`src/rtl/eeh_pkg.sv`:
```
package eeh_pkg;
   localparam int ADDR_W = 13;
   localparam int DATA_W = 8;
   localparam int PAGE_BYTES = 64;
   localparam int CLK_MHZ = 10;
   // Low strobe width, ns
   localparam int WP_NS = 100;
   localparam int WP_CYC = (WP_NS * CLK_MHZ + 999) / 1000;
   // Setup before strobe low / hold after, ns
   localparam int SU_NS = 50;
   localparam int SU_CYC = (SU_NS * CLK_MHZ + 999) / 1000;
   // Byte load window, us, longest
   localparam int BLC_US = 150;
   localparam int BLC_CYC = BLC_US * CLK_MHZ;
   // Program cycle time, ms
   localparam int WC_MS = 10;
   localparam int WC_CYC = WC_MS * 1000 * CLK_MHZ;
   // Power-on write block, ms
   localparam int PON_MS = 5;
   localparam int PON_CYC = PON_MS * 1000 * CLK_MHZ;
   localparam logic [5:0] CMD_IDLE = 6'h00;
   typedef enum logic [1:0] {
      EEH_OP_READ = 2'b00,
      EEH_OP_WRITE = 2'b01,
      EEH_OP_LOCK = 2'b10,
      EEH_OP_UNLOCK = 2'b11
   } eeh_op_t;
endpackage

```
`src/rtl/eeh_strobe.sv`:
```
`timescale 1ns/1ps
module eeh_strobe #(
   parameter int CNT_W = 4
) (
   input wire logic i_core_clk, // Clock
   input wire logic i_rst, // Async reset
   input wire logic i_load, // Start count
   input wire logic [CNT_W-1:0] i_count, // Cycles to wait
   output logic o_busy // Counting
);
   logic [CNT_W-1:0] cnt_reg, cnt_next;
   always_comb begin
      cnt_next = cnt_reg;
      if (i_load) begin
         cnt_next = i_count;
      end else if (cnt_reg != '0) begin
         cnt_next = cnt_reg - 1'b1;
      end
   end
   always_ff @(posedge i_core_clk or posedge i_rst) begin
      if (i_rst) begin
         cnt_reg <= '0;
      end else begin
         cnt_reg <= cnt_next;
      end
   end
   assign o_busy = (cnt_reg != '0);
endmodule

```
`src/rtl/eeh_ctrl.sv`:
```
`timescale 1ns/1ps
module eeh_ctrl #(
   parameter int MAX_BYTES = 64,
   parameter int BLC_CYC = eeh_pkg::BLC_CYC,
   parameter int WC_CYC = eeh_pkg::WC_CYC,
   parameter int PON_CYC = eeh_pkg::PON_CYC,
   parameter logic [12:0] CA0 = 13'h0AAA, // command addresses
   parameter logic [12:0] CA1 = 13'h0555,
   parameter logic [12:0] CA2 = 13'h0AAA,
   parameter logic [7:0] CD0 = 8'hAA, // command data
   parameter logic [7:0] CD1 = 8'h55,
   parameter logic [7:0] CD_LOCK = 8'hA0,
   parameter logic [7:0] CD_UNLOCK = 8'h20
) (
   input wire logic i_core_clk, // Clock
   input wire logic i_rst, // Async reset
   input wire logic i_power_ok, // Supply valid
   input wire logic i_req, // Request pulse
   input wire eeh_pkg::eeh_op_t i_op, // Operation
   input wire logic i_prefix, // Precede write with command triple
   input wire logic [12:0] i_addr, // Start address
   input wire logic [7:0] i_wdata, // Byte to write
   input wire logic i_wlast, // Last byte of page
   output logic o_wnext, // Byte taken pulse
   output logic o_busy, // Busy
   output logic o_done, // Done pulse
   output logic o_timeout, // Poll timed out or write refused, level till next req
   output logic [7:0] o_rdata, // Read byte
   output logic [12:0] o_mem_addr, // Address lines
   output logic o_ce_n, // Chip enable
   output logic o_oe_n, // Output enable
   output logic o_we_n, // Write strobe
   output logic [7:0] o_dq_o, // Data out
   output logic o_dq_oe_n, // Data enable, low drives
   input wire logic [7:0] i_dq_i // Data in
);
   typedef enum logic [2:0] {
      S_IDLE = 3'b000, S_SET = 3'b001, S_LOW = 3'b010,
      S_HIGH = 3'b011, S_RD = 3'b100, S_POLL = 3'b101,
      S_WAIT = 3'b110
   } eeh_st_t;
   localparam int TW = $clog2(WC_CYC + BLC_CYC + 2);
   eeh_st_t st_reg, st_next;
   logic [TW-1:0] tmr_reg, tmr_next;
   logic [2:0] cmd_reg, cmd_next;
   logic [6:0] nby_reg, nby_next;
   logic [12:0] a_reg, a_next, la_reg, la_next;
   logic [7:0] d_reg, d_next, ld_reg, ld_next, rd_reg, rd_next;
   logic ce_reg, ce_next, oe_reg, oe_next, we_reg, we_next;
   logic dqe_reg, dqe_next, busy_reg, busy_next, done_reg, done_next;
   logic to_reg, to_next, wn_reg, wn_next, wr_reg, wr_next;
   logic ph_reg, ph_next, lst_reg, lst_next;
   logic [$clog2(PON_CYC+1)-1:0] pon_reg, pon_next;
   logic ph_busy, ph_load;
   logic [3:0] ph_cnt;
   logic [6:0] page_reg, page_next;
   eeh_strobe #(.CNT_W(4)) u_ph (
      .i_core_clk(i_core_clk),
      .i_rst(i_rst),
      .i_load(ph_load),
      .i_count(ph_cnt),
      .o_busy(ph_busy)
   );
   initial begin
      if (WC_CYC > eeh_pkg::WC_CYC) begin
         $error("program time above maximum");
      end
   end
   always_comb begin
      pon_next = pon_reg;
      if (!i_power_ok) begin
         pon_next = PON_CYC[$bits(pon_reg)-1:0];
      end else if (pon_reg != '0) begin
         pon_next = pon_reg - 1'b1;
      end
   end
   // Command slot: 0..2 are prefix bytes, 3 is payload
   function automatic logic [12:0] slot_a(input logic [2:0] s,
                                          input logic [12:0] ua);
      slot_a = (s == 3'h0) ? CA0 : (s == 3'h1) ? CA1 :
               (s == 3'h2) ? CA2 : ua;
   endfunction
   always_comb begin
      st_next = st_reg; tmr_next = tmr_reg; cmd_next = cmd_reg;
      nby_next = nby_reg; a_next = a_reg; d_next = d_reg;
      la_next = la_reg; ld_next = ld_reg; rd_next = rd_reg;
      ce_next = ce_reg; oe_next = oe_reg; we_next = we_reg;
      dqe_next = dqe_reg; busy_next = busy_reg; done_next = 1'b0;
      to_next = to_reg; wn_next = 1'b0; wr_next = wr_reg;
      ph_next = ph_reg; page_next = page_reg;
      lst_next = lst_reg;
      ph_load = 1'b0; ph_cnt = 4'h0;
      unique case (st_reg)
         S_IDLE: begin
            ce_next = 1'b1; oe_next = 1'b1; we_next = 1'b1;
            dqe_next = 1'b1; busy_next = 1'b0;
            if (i_req && (i_op == eeh_pkg::EEH_OP_READ)) begin
               busy_next = 1'b1; to_next = 1'b0;
               a_next = i_addr; ce_next = 1'b0; oe_next = 1'b0;
               ph_load = 1'b1; ph_cnt = 4'(eeh_pkg::WP_CYC);
               st_next = S_RD;
            end else if (i_req && pon_reg == '0 && i_power_ok) begin
               busy_next = 1'b1; to_next = 1'b0; wr_next = 1'b1;
               nby_next = '0; page_next = i_addr[12:6];
               cmd_next = (i_op == eeh_pkg::EEH_OP_WRITE && !i_prefix) ?
                          3'h3 : 3'h0;
               st_next = S_SET;
            end else if (i_req) begin
               done_next = 1'b1; to_next = 1'b1;
            end
         end
         S_SET: begin
            // Address and data set before the strobe falls
            a_next = slot_a(cmd_reg, {page_reg, i_addr[5:0]});
            d_next = (cmd_reg == 3'h0) ? CD0 : (cmd_reg == 3'h1) ? CD1 :
                     (cmd_reg == 3'h2) ?
                     ((i_op == eeh_pkg::EEH_OP_UNLOCK) ? CD_UNLOCK :
                      CD_LOCK) : i_wdata;
            oe_next = 1'b1; ce_next = 1'b0; dqe_next = 1'b0;
            // Last flag belongs to this byte, not the one shown after
            lst_next = i_wlast;
            ph_load = 1'b1; ph_cnt = 4'(eeh_pkg::SU_CYC);
            st_next = S_LOW;
         end
         S_LOW: begin
            if (!ph_busy && we_reg) begin
               we_next = 1'b0;
               ph_load = 1'b1; ph_cnt = 4'(eeh_pkg::WP_CYC);
            end else if (!ph_busy) begin
               we_next = 1'b1;
               ph_load = 1'b1; ph_cnt = 4'(eeh_pkg::SU_CYC);
               if (cmd_reg == 3'h3) begin
                  wn_next = 1'b1; nby_next = nby_reg + 1'b1;
                  la_next = a_reg; ld_next = d_reg;
               end
               st_next = S_HIGH;
            end
         end
         S_HIGH: begin
            if (!ph_busy) begin
               dqe_next = 1'b1; ce_next = 1'b1;
               if (cmd_reg < 3'h2 ||
                   (cmd_reg == 3'h2 &&
                    i_op == eeh_pkg::EEH_OP_WRITE)) begin
                  cmd_next = cmd_reg + 1'b1; st_next = S_SET;
               end else if (cmd_reg == 3'h3 && !lst_reg &&
                            nby_reg < 7'(MAX_BYTES)) begin
                  st_next = S_SET;
               end else begin
                  // Lapse of load window starts programming
                  if (cmd_reg == 3'h2) begin
                     la_next = a_reg; ld_next = d_reg;
                  end
                  tmr_next = TW'(WC_CYC + BLC_CYC);
                  st_next = S_POLL;
               end
            end
         end
         S_POLL: begin
            // Poll last byte; true bit 7 with toggle stopped means done
            if (tmr_reg == '0) begin
               to_next = 1'b1; done_next = 1'b1; st_next = S_IDLE;
            end else begin
               tmr_next = tmr_reg - 1'b1;
               a_next = la_reg; ce_next = 1'b0; oe_next = 1'b0;
               ph_load = 1'b1; ph_cnt = 4'(eeh_pkg::WP_CYC);
               st_next = S_RD;
            end
         end
         S_RD: begin
            if (!ph_busy) begin
               rd_next = i_dq_i; ce_next = 1'b1; oe_next = 1'b1;
               if (!wr_reg) begin
                  done_next = 1'b1; st_next = S_IDLE;
               end else begin
                  // Toggle stopped and true bit 7 seen
                  ph_next = i_dq_i[6];
                  if (i_dq_i[7] == ld_reg[7] &&
                      i_dq_i[6] == ph_reg) begin
                     wr_next = 1'b0; done_next = 1'b1;
                     st_next = S_IDLE;
                  end else begin
                     ph_load = 1'b1; ph_cnt = 4'(eeh_pkg::SU_CYC);
                     st_next = S_WAIT;
                  end
               end
               tmr_next = (tmr_reg > TW'(eeh_pkg::WP_CYC)) ?
                          tmr_reg - TW'(eeh_pkg::WP_CYC) : '0;
            end
         end
         S_WAIT: begin
            if (!ph_busy) begin
               st_next = S_POLL;
            end
         end
         default: st_next = S_IDLE;
      endcase
   end
   always_ff @(posedge i_core_clk or posedge i_rst) begin
      if (i_rst) begin
         st_reg <= S_IDLE; tmr_reg <= '0; cmd_reg <= '0;
         nby_reg <= '0; a_reg <= '0; d_reg <= '0; la_reg <= '0;
         ld_reg <= '0; rd_reg <= '0; ce_reg <= 1'b1; oe_reg <= 1'b1;
         we_reg <= 1'b1; dqe_reg <= 1'b1; busy_reg <= 1'b0;
         done_reg <= 1'b0; to_reg <= 1'b0; wn_reg <= 1'b0;
         wr_reg <= 1'b0; ph_reg <= 1'b0; page_reg <= '0;
         lst_reg <= 1'b0;
         pon_reg <= PON_CYC[$bits(pon_reg)-1:0];
      end else begin
         st_reg <= st_next; tmr_reg <= tmr_next; cmd_reg <= cmd_next;
         nby_reg <= nby_next; a_reg <= a_next; d_reg <= d_next;
         la_reg <= la_next; ld_reg <= ld_next; rd_reg <= rd_next;
         ce_reg <= ce_next; oe_reg <= oe_next; we_reg <= we_next;
         dqe_reg <= dqe_next; busy_reg <= busy_next;
         done_reg <= done_next; to_reg <= to_next; wn_reg <= wn_next;
         wr_reg <= wr_next; ph_reg <= ph_next; page_reg <= page_next;
         lst_reg <= lst_next;
         pon_reg <= pon_next;
      end
   end
   assign o_mem_addr = a_reg;
   assign o_dq_o = d_reg;
   assign o_ce_n = ce_reg;
   assign o_oe_n = oe_reg;
   assign o_we_n = we_reg;
   assign o_dq_oe_n = dqe_reg;
   assign o_rdata = rd_reg;
   assign o_busy = busy_reg;
   assign o_done = done_reg;
   assign o_timeout = to_reg;
   assign o_wnext = wn_reg;
   property p_no_drive_in_read;
      @(posedge i_core_clk) disable iff (i_rst)
      !o_oe_n |-> o_dq_oe_n;
   endproperty
   a_no_drive_in_read: assert property (p_no_drive_in_read)
      else $error("data driven while output enabled");
   property p_we_needs_ce;
      @(posedge i_core_clk) disable iff (i_rst)
      !o_we_n |-> (!o_ce_n && o_oe_n);
   endproperty
   a_we_needs_ce: assert property (p_we_needs_ce)
      else $error("strobe low without chip low and oe high");
   property p_we_width;
      @(posedge i_core_clk) disable iff (i_rst)
      $fell(o_we_n) |-> !o_we_n [*1] ##1 !o_we_n;
   endproperty
   a_we_width: assert property (p_we_width)
      else $error("strobe pulse too short");
   property p_addr_stable;
      @(posedge i_core_clk) disable iff (i_rst)
      !o_we_n |=> $stable(o_mem_addr) && $stable(o_dq_o);
   endproperty
   a_addr_stable: assert property (p_addr_stable)
      else $error("address or data moved under strobe");
   property p_page_same;
      @(posedge i_core_clk) disable iff (i_rst)
      ($fell(o_we_n) && cmd_reg == 3'h3) |->
         o_mem_addr[12:6] == page_reg;
   endproperty
   a_page_same: assert property (p_page_same)
      else $error("page bits changed within page");
   property p_pon_block;
      @(posedge i_core_clk) disable iff (i_rst)
      (pon_reg != '0) |-> !(st_reg == S_IDLE && st_next == S_SET);
   endproperty
   a_pon_block: assert property (p_pon_block)
      else $error("write started during power-on delay");
   property p_read_oe;
      @(posedge i_core_clk) disable iff (i_rst)
      (st_reg == S_RD) |-> (!o_ce_n && !o_oe_n && o_we_n);
   endproperty
   a_read_oe: assert property (p_read_oe)
      else $error("read without proper controls");
   property p_load_window;
      @(posedge i_core_clk) disable iff (i_rst)
      o_wnext |-> ##[1:40] (st_reg == S_POLL || o_wnext);
   endproperty
   a_load_window: assert property (p_load_window)
      else $error("next page byte late");
endmodule

```
`config.mk`:
```
export PLATFORM = sky130hd
export DESIGN_NAME = eeh_ctrl
export DESIGN_NICKNAME = d
export VERILOG_FILES = /design/src/rtl/eeh_pkg.sv /design/src/rtl/eeh_strobe.sv /design/src/rtl/eeh_ctrl.sv
export SDC_FILE = /design/constraint.sdc
export NUM_CORES = 1
export LEC_CHECK = 0
export BUFFER_PORTS_ARGS = -buffer_cell sky130_fd_sc_hd__clkbuf_2
export CORE_ASPECT_RATIO = 0.5
export CORE_MARGIN = 8
export CORE_UTILIZATION = 54
export CTS_CLUSTER_DIAMETER = 40
export DETAILED_ROUTE_END_ITERATION = 7
export MAX_ROUTING_LAYER = met4
export PLACE_DENSITY = 0.75
export SYNTH_ARGS = -nofsm -noshare
export SYNTH_HDL_FRONTEND = slang
export SYNTH_SLANG_ARGS = --single-unit
```
`constraint.sdc`:
```
create_clock -name i_core_clk -period 4.5 [get_ports i_core_clk]
set_input_delay 0.675 -clock i_core_clk [delete_from_list [all_inputs] [get_ports i_core_clk]]
set_output_delay 0.675 -clock i_core_clk [all_outputs]
set_load 0.005 [all_outputs]
```
# --- Word level (Yosys, flattened, before mapping) ---
# Index checks and enable logic that the tools add are counted.
# Widths: inputs -> output; s select.
totals:
  reg_bits: 118
  elab_cells: 222
classes:
  add_sub_neg: 5
  order_cmp: 3
  eq_ne: 33
  muxes: 109
  bitwise_logic: 2
  reduce_logical: 47
op_table:
  columns: ["op", "n"]
  rows:
  - ["$mux 13", 12]
  - ["$mux 17", 6]
  - ["$mux 8", 11]
  - ["$pmux 17 s3", 1]
  - ["$mux 3", 16]
  - ["$pmux 13 s3", 1]
  - ["$mux 1", 38]
  - ["$mux 7", 5]
  - ["$mux 16", 2]
  - ["$ne 2x2->1 const B", 16]
  - ["$pmux 13 s2", 1]
  - ["$pmux 3 s7", 1]
  - ["$reduce_and 3->1", 6]
  - ["$reduce_and 6->1", 3]
  - ["$gt 17x1->1 const B", 1]
  - ["$logic_not 17->1", 1]
  - ["$sub 17x1->17 const B", 1]
  - ["$logic_not 16->1", 1]
  - ["$pmux 8 s2", 1]
  - ["$reduce_bool 16->1", 1]
  - ["$sub 16x1->16 const B", 1]
  - ["$pmux 7 s2", 1]
  - ["$eq 3x2->1 const B", 4]
  - ["$reduce_bool 2->1", 6]
  - ["other kinds (33)", 62]

# --- Depth between registers and ports, before layout ---
depth:
  word_depth: 7
  mapped_depth: 8

# --- Cells and area by module ---
# From an unflattened synthesis, not the netlist that was laid out.
hier_totals:
  cells_unflattened: 611
  area_unflattened_um2: 5900.7
by_module_without_submodules:
  columns: ["mod", "n_inst", "cells_per_inst", "area_each_um2", "seq_area_each_um2"]
  rows:
  - ["eeh_ctrl", 1, 587, 5650.4, 2690.1]
  - ["eeh_strobe", 1, 24, 250.2, 100.1]

# --- Worst setup path before layout ---
# OpenSTA, ideal clock, no wires.
synth_timing:
  kind: "register -> register"
  start: "register u_ph.cnt_reg[0]"
  end: "register la_reg[0]"
  setup_time_ps: 125
  arrival_time_ps: 2091
  setup_slack_ps: 2285
  path_stages_with_launch: 9
  n_path_buf: 2
  synth_period_minus_slack_ps: 2215
  cell_sequence: "dfrtp_1 inv_1 ha_1 nor4b_1 and4_1 clkbuf_1 a31oi_1 buf_2 mux2_2"
synth_via:
  elab_chain_cells: 5
  elab_cells_between_ends: 7
  cone_classes: "eq/ne (3); reduce/logical (4)"
synth_lines:
  columns: ["element", "line", "rtl"]
  rows:
  - ["start, declared", "eeh_strobe.sv:11", "logic [CNT_W-1:0] cnt_reg, cnt_next;"]
  - ["start signal, assigned", "eeh_strobe.sv:24", "cnt_reg <= cnt_next;"]
  - ["$reduce_bool 4->1 (*)", "eeh_strobe.sv:27", "assign o_busy = (cnt_reg != '0);"]
  - ["$logic_not 1->1", null, null]
  - ["$logic_and 1x1->1", "eeh_ctrl.sv:126", "if (!ph_busy && we_reg) begin"]
  - ["$ne 2x2->1 (no source line)", null, null]
  - ["$reduce_and 8->1 (no source line) (*)", null, null]
  - ["end signal, assigned", "eeh_ctrl.sv:212", "la_reg <= la_next; ld_reg <= ld_next; rd_reg <= rd_next;"]
  - ["end, declared", "eeh_ctrl.sv:47", "logic [12:0] a_reg, a_next, la_reg, la_next;"]
# Mark *: on every way between the ends. The rest lies on a longest branch, timed or not.
# A chain may end at the register's enable or synchronous reset.

# --- Final worst setup path ---
layout_timing:
  start: "register st_reg[2]"
  end: "register la_reg[8]"
layout_via:
  elab_chain_cells: 3
  elab_cells_between_ends: 12
  cone_classes: "eq/ne (9); mux (1); reduce/logical (2)"
layout_lines:
  columns: ["element", "line", "rtl"]
  rows:
  - ["start, declared", "eeh_ctrl.sv:43", "eeh_st_t st_reg, st_next;"]
  - ["start signal, assigned", "eeh_ctrl.sv:210", "st_reg <= st_next; tmr_reg <= tmr_next; cmd_reg <= cmd_next;"]
  - ["$eq 3x2->1", "eeh_ctrl.sv:93", "unique case (st_reg)"]
  - ["$ne 2x2->1 (no source line) or $reduce_bool 2->1 (tied branches)", null, null]
  - ["$reduce_and 8->1 (no source line)", null, null]
# Several ways; a longest one is shown, not always the timed one.

==> flow_summary.toml <==
[critical_path]
cp-start-kind = "flip-flop"
crit_cells = 4
critical_path_buf_inv_count = 0
r2r_cells = 4
r2r_start = "st_reg[2]"
worstSetupPathType = "flip-flop to flip-flop"
critPathSlowestCell = "dfrtp_1"
max_stage_delay_ns = 0.93
endpoint = "la_reg[8]"
startpoint = "st_reg[2]"
crit_required_ns = 4.73
cp_top_family = "flip-flops"
reg2reg_slack_ns = 1.38
path_cells = "nor2_1, and4_1, a31oi_2, mux2_2"
r2r-end = "la_reg[8]"
end_kind = "flip-flop"
critPathMaxFanout = 29
cp.arrival_ns = 3.35

[logic_synthesis]
syn_inst = 615
synth_fp_nets = 665
synth_ff_type = "dfrtp_1"
ys_warn_count = 0
yosysTopAreaCell = "dfrtp_1"
synth_edf_count = 0
synth-seq-area-share = 0.471
synthDistinctLibCells = 65
syn_area_um2 = 5920
synth_area_leaders = "dfrtp_1 (43%), mux2_2 (4.9%), dfstp_2 (4.4%)"
ys_ff_latch = 111
async_reset_ff_frac = 1.00
avgSynthCellArea_um2 = 9.63
synth_top_cell_area_share = 0.427

[route]
routed_via_density = 5.91
vias = 4856
wl_per_cell_um = 16.9
drtIter0Drc = 354
drc = 0
totalWireLength_um = 13900
drt_first_pass_iters = 5
antenna_left = 0

[cts]
clk_pin_slew_worst_paths_ns = 0.07
htreeDepth = 3
hold_buffers = 0
numCtsBuffers = 9
clk_latency_ns = 0.35
cts_tree = "done"
cts_resized = 0
clock-sinks = 111
post_cts_buffers = 0
cts.path.max_buffers = 2
cts-root-buf = "clkbuf_16"

[place]
port_buffers = 73
dp_slack_ns = 1.50
dp_cells = 805
dp_hpwl_um = 9980
placed_cell_area_um2 = 6370
gp_congestion = 0.836

[sta]
fin_crit_ns = 3.12
tightest_slew_ns = 1.13
finalSetupTns_ns = 0
worst_slack_ns = 1.38
drv_slew = 0
setup_viol = 0
fin_skew_ns = 0.00518
finalHoldViolations = 0
slew_headroom = 0.242
finalCritPeriodShare = 0.692
fmax_mhz = 321
rsz0062_at_grt = "false"

[grt]
grt_use_total = 0.199
grt_pass1_wl_um = 23500
antenna_found_initial = 0
grt_pass1_vias = 4676
grt_overflow = 0
grt_start_max_net_pins = 43

[pwr]
power_density_nw_per_um2 = 560
p_total_mw = 3.74
leakagePower_nw = 2.96
peakVddDrop_mv = 0.258

[finish]
final_cells = 821
drive_above_1_share = 0.213
diodes = 0
finalNetCount = 721
final_common_cell = "dfrtp_1"
final_cell_mix = "dfrtp_1 (101), clkbuf_2 (73), nand2_1 (67)"
stdcell_area_um2 = 6690
largest_register_ffs = 17
syn2layout_area_growth_pct = 13.0

[floorplan]
die_w_um = 164
num_rows = 27
die_h_um = 90.1
die_area_um2 = 14800
start_util = 0.546
core-area_um2 = 10800
io-pin-count = 74

[status]
status = "complete, no violations"

[hold_path]
hold_class = "primary input to asynchronous set/reset pin"

[job]
cap_violations = 0
==> synth_stat cells, types with 11 or more instances <==
| cell | n |
|---|---|
| clkbuf_1 | 23 |
| nand3_1 | 21 |
| ha_1 | 13 |
| o21ai_0 | 32 |
| a31oi_1 | 11 |
| dfrtp_1 | 101 |
| inv_1 | 29 |
| a21oi_1 | 38 |
| nand2b_1 | 12 |
| xor2_1 | 11 |
| mux2_2 | 26 |
| nor2_1 | 40 |
| nor3_1 | 19 |
| nand2_1 | 67 |
| mux2i_1 | 15 |
==> stage by stage <==
| stage | utilization | hold slack [ns] |
|---|---|---|
| 2_1_floorplan | - | 0.440 |
| 3_3_place_gp | 0.588 | 0.456 |
| 3_5_place_dp | 0.588 | 0.463 |
| 4_1_cts | 0.617 | 0.293 |
| 5_1_grt | 0.617 | 0.310 |
| 6_report | 0.617 | 0.281 |
==> how the worst min path moves through the flow <==
stage          cells after the start  slack [ns]     endpoint         from
2_1_floorplan                      2        0.44      lst_reg      lst_reg
3_3_place_gp                       2        0.46  page_reg[3]  page_reg[3]
3_5_place_dp                       2        0.46  page_reg[5]  page_reg[5]
4_1_cts                            2        0.29   tmr_reg[9]        i_rst
5_1_grt                            2        0.31   tmr_reg[9]        i_rst
6_report                           2        0.28   tmr_reg[9]        i_rst
==> cell type report <==
type	instances	area [um^2]
fill	894	4160
multi-input combinational	442	2890
sequential	111	2790
timing repair buffer	78	403
clock buffer	10	229
tap	145	181
inverter	29	111
clock inverter	6	85.1
==> logic make-up after synthesis <==
logic type	after synthesis	synth area share
buffers and inverters	62	0.0420
multiplexers	41	0.0748
flip-flops	111	0.471
AO/OA/AOI/OAI	154	0.173
XOR/XNOR	15	0.0222
AND/OR/NAND/NOR	219	0.189
adder cells (fa/ha/maj)	13	0.0275
==> metal layers <==
metal,track usage,vias to the layer above,wire length (um)
met2,0.297,127,6490
li1,-,2327,-
met1,0.275,2392,6660
met3,0.0373,10,624
met4,0.0474,0,137
met5,-,-,0
==> where the power goes <==
group / internal [mW] / total, mW / leakage, nW / switching [mW]
logic: 0.575 / 1.28 / 1.49 / 0.702
registers: 1.32 / 1.62 / 1.32 / 0.299
clock network: 0.486 / 0.846 / 0.148 / 0.360
total: 2.38 / 3.74 / 2.96 / 1.36
Power figures use the tool's default switching activity.
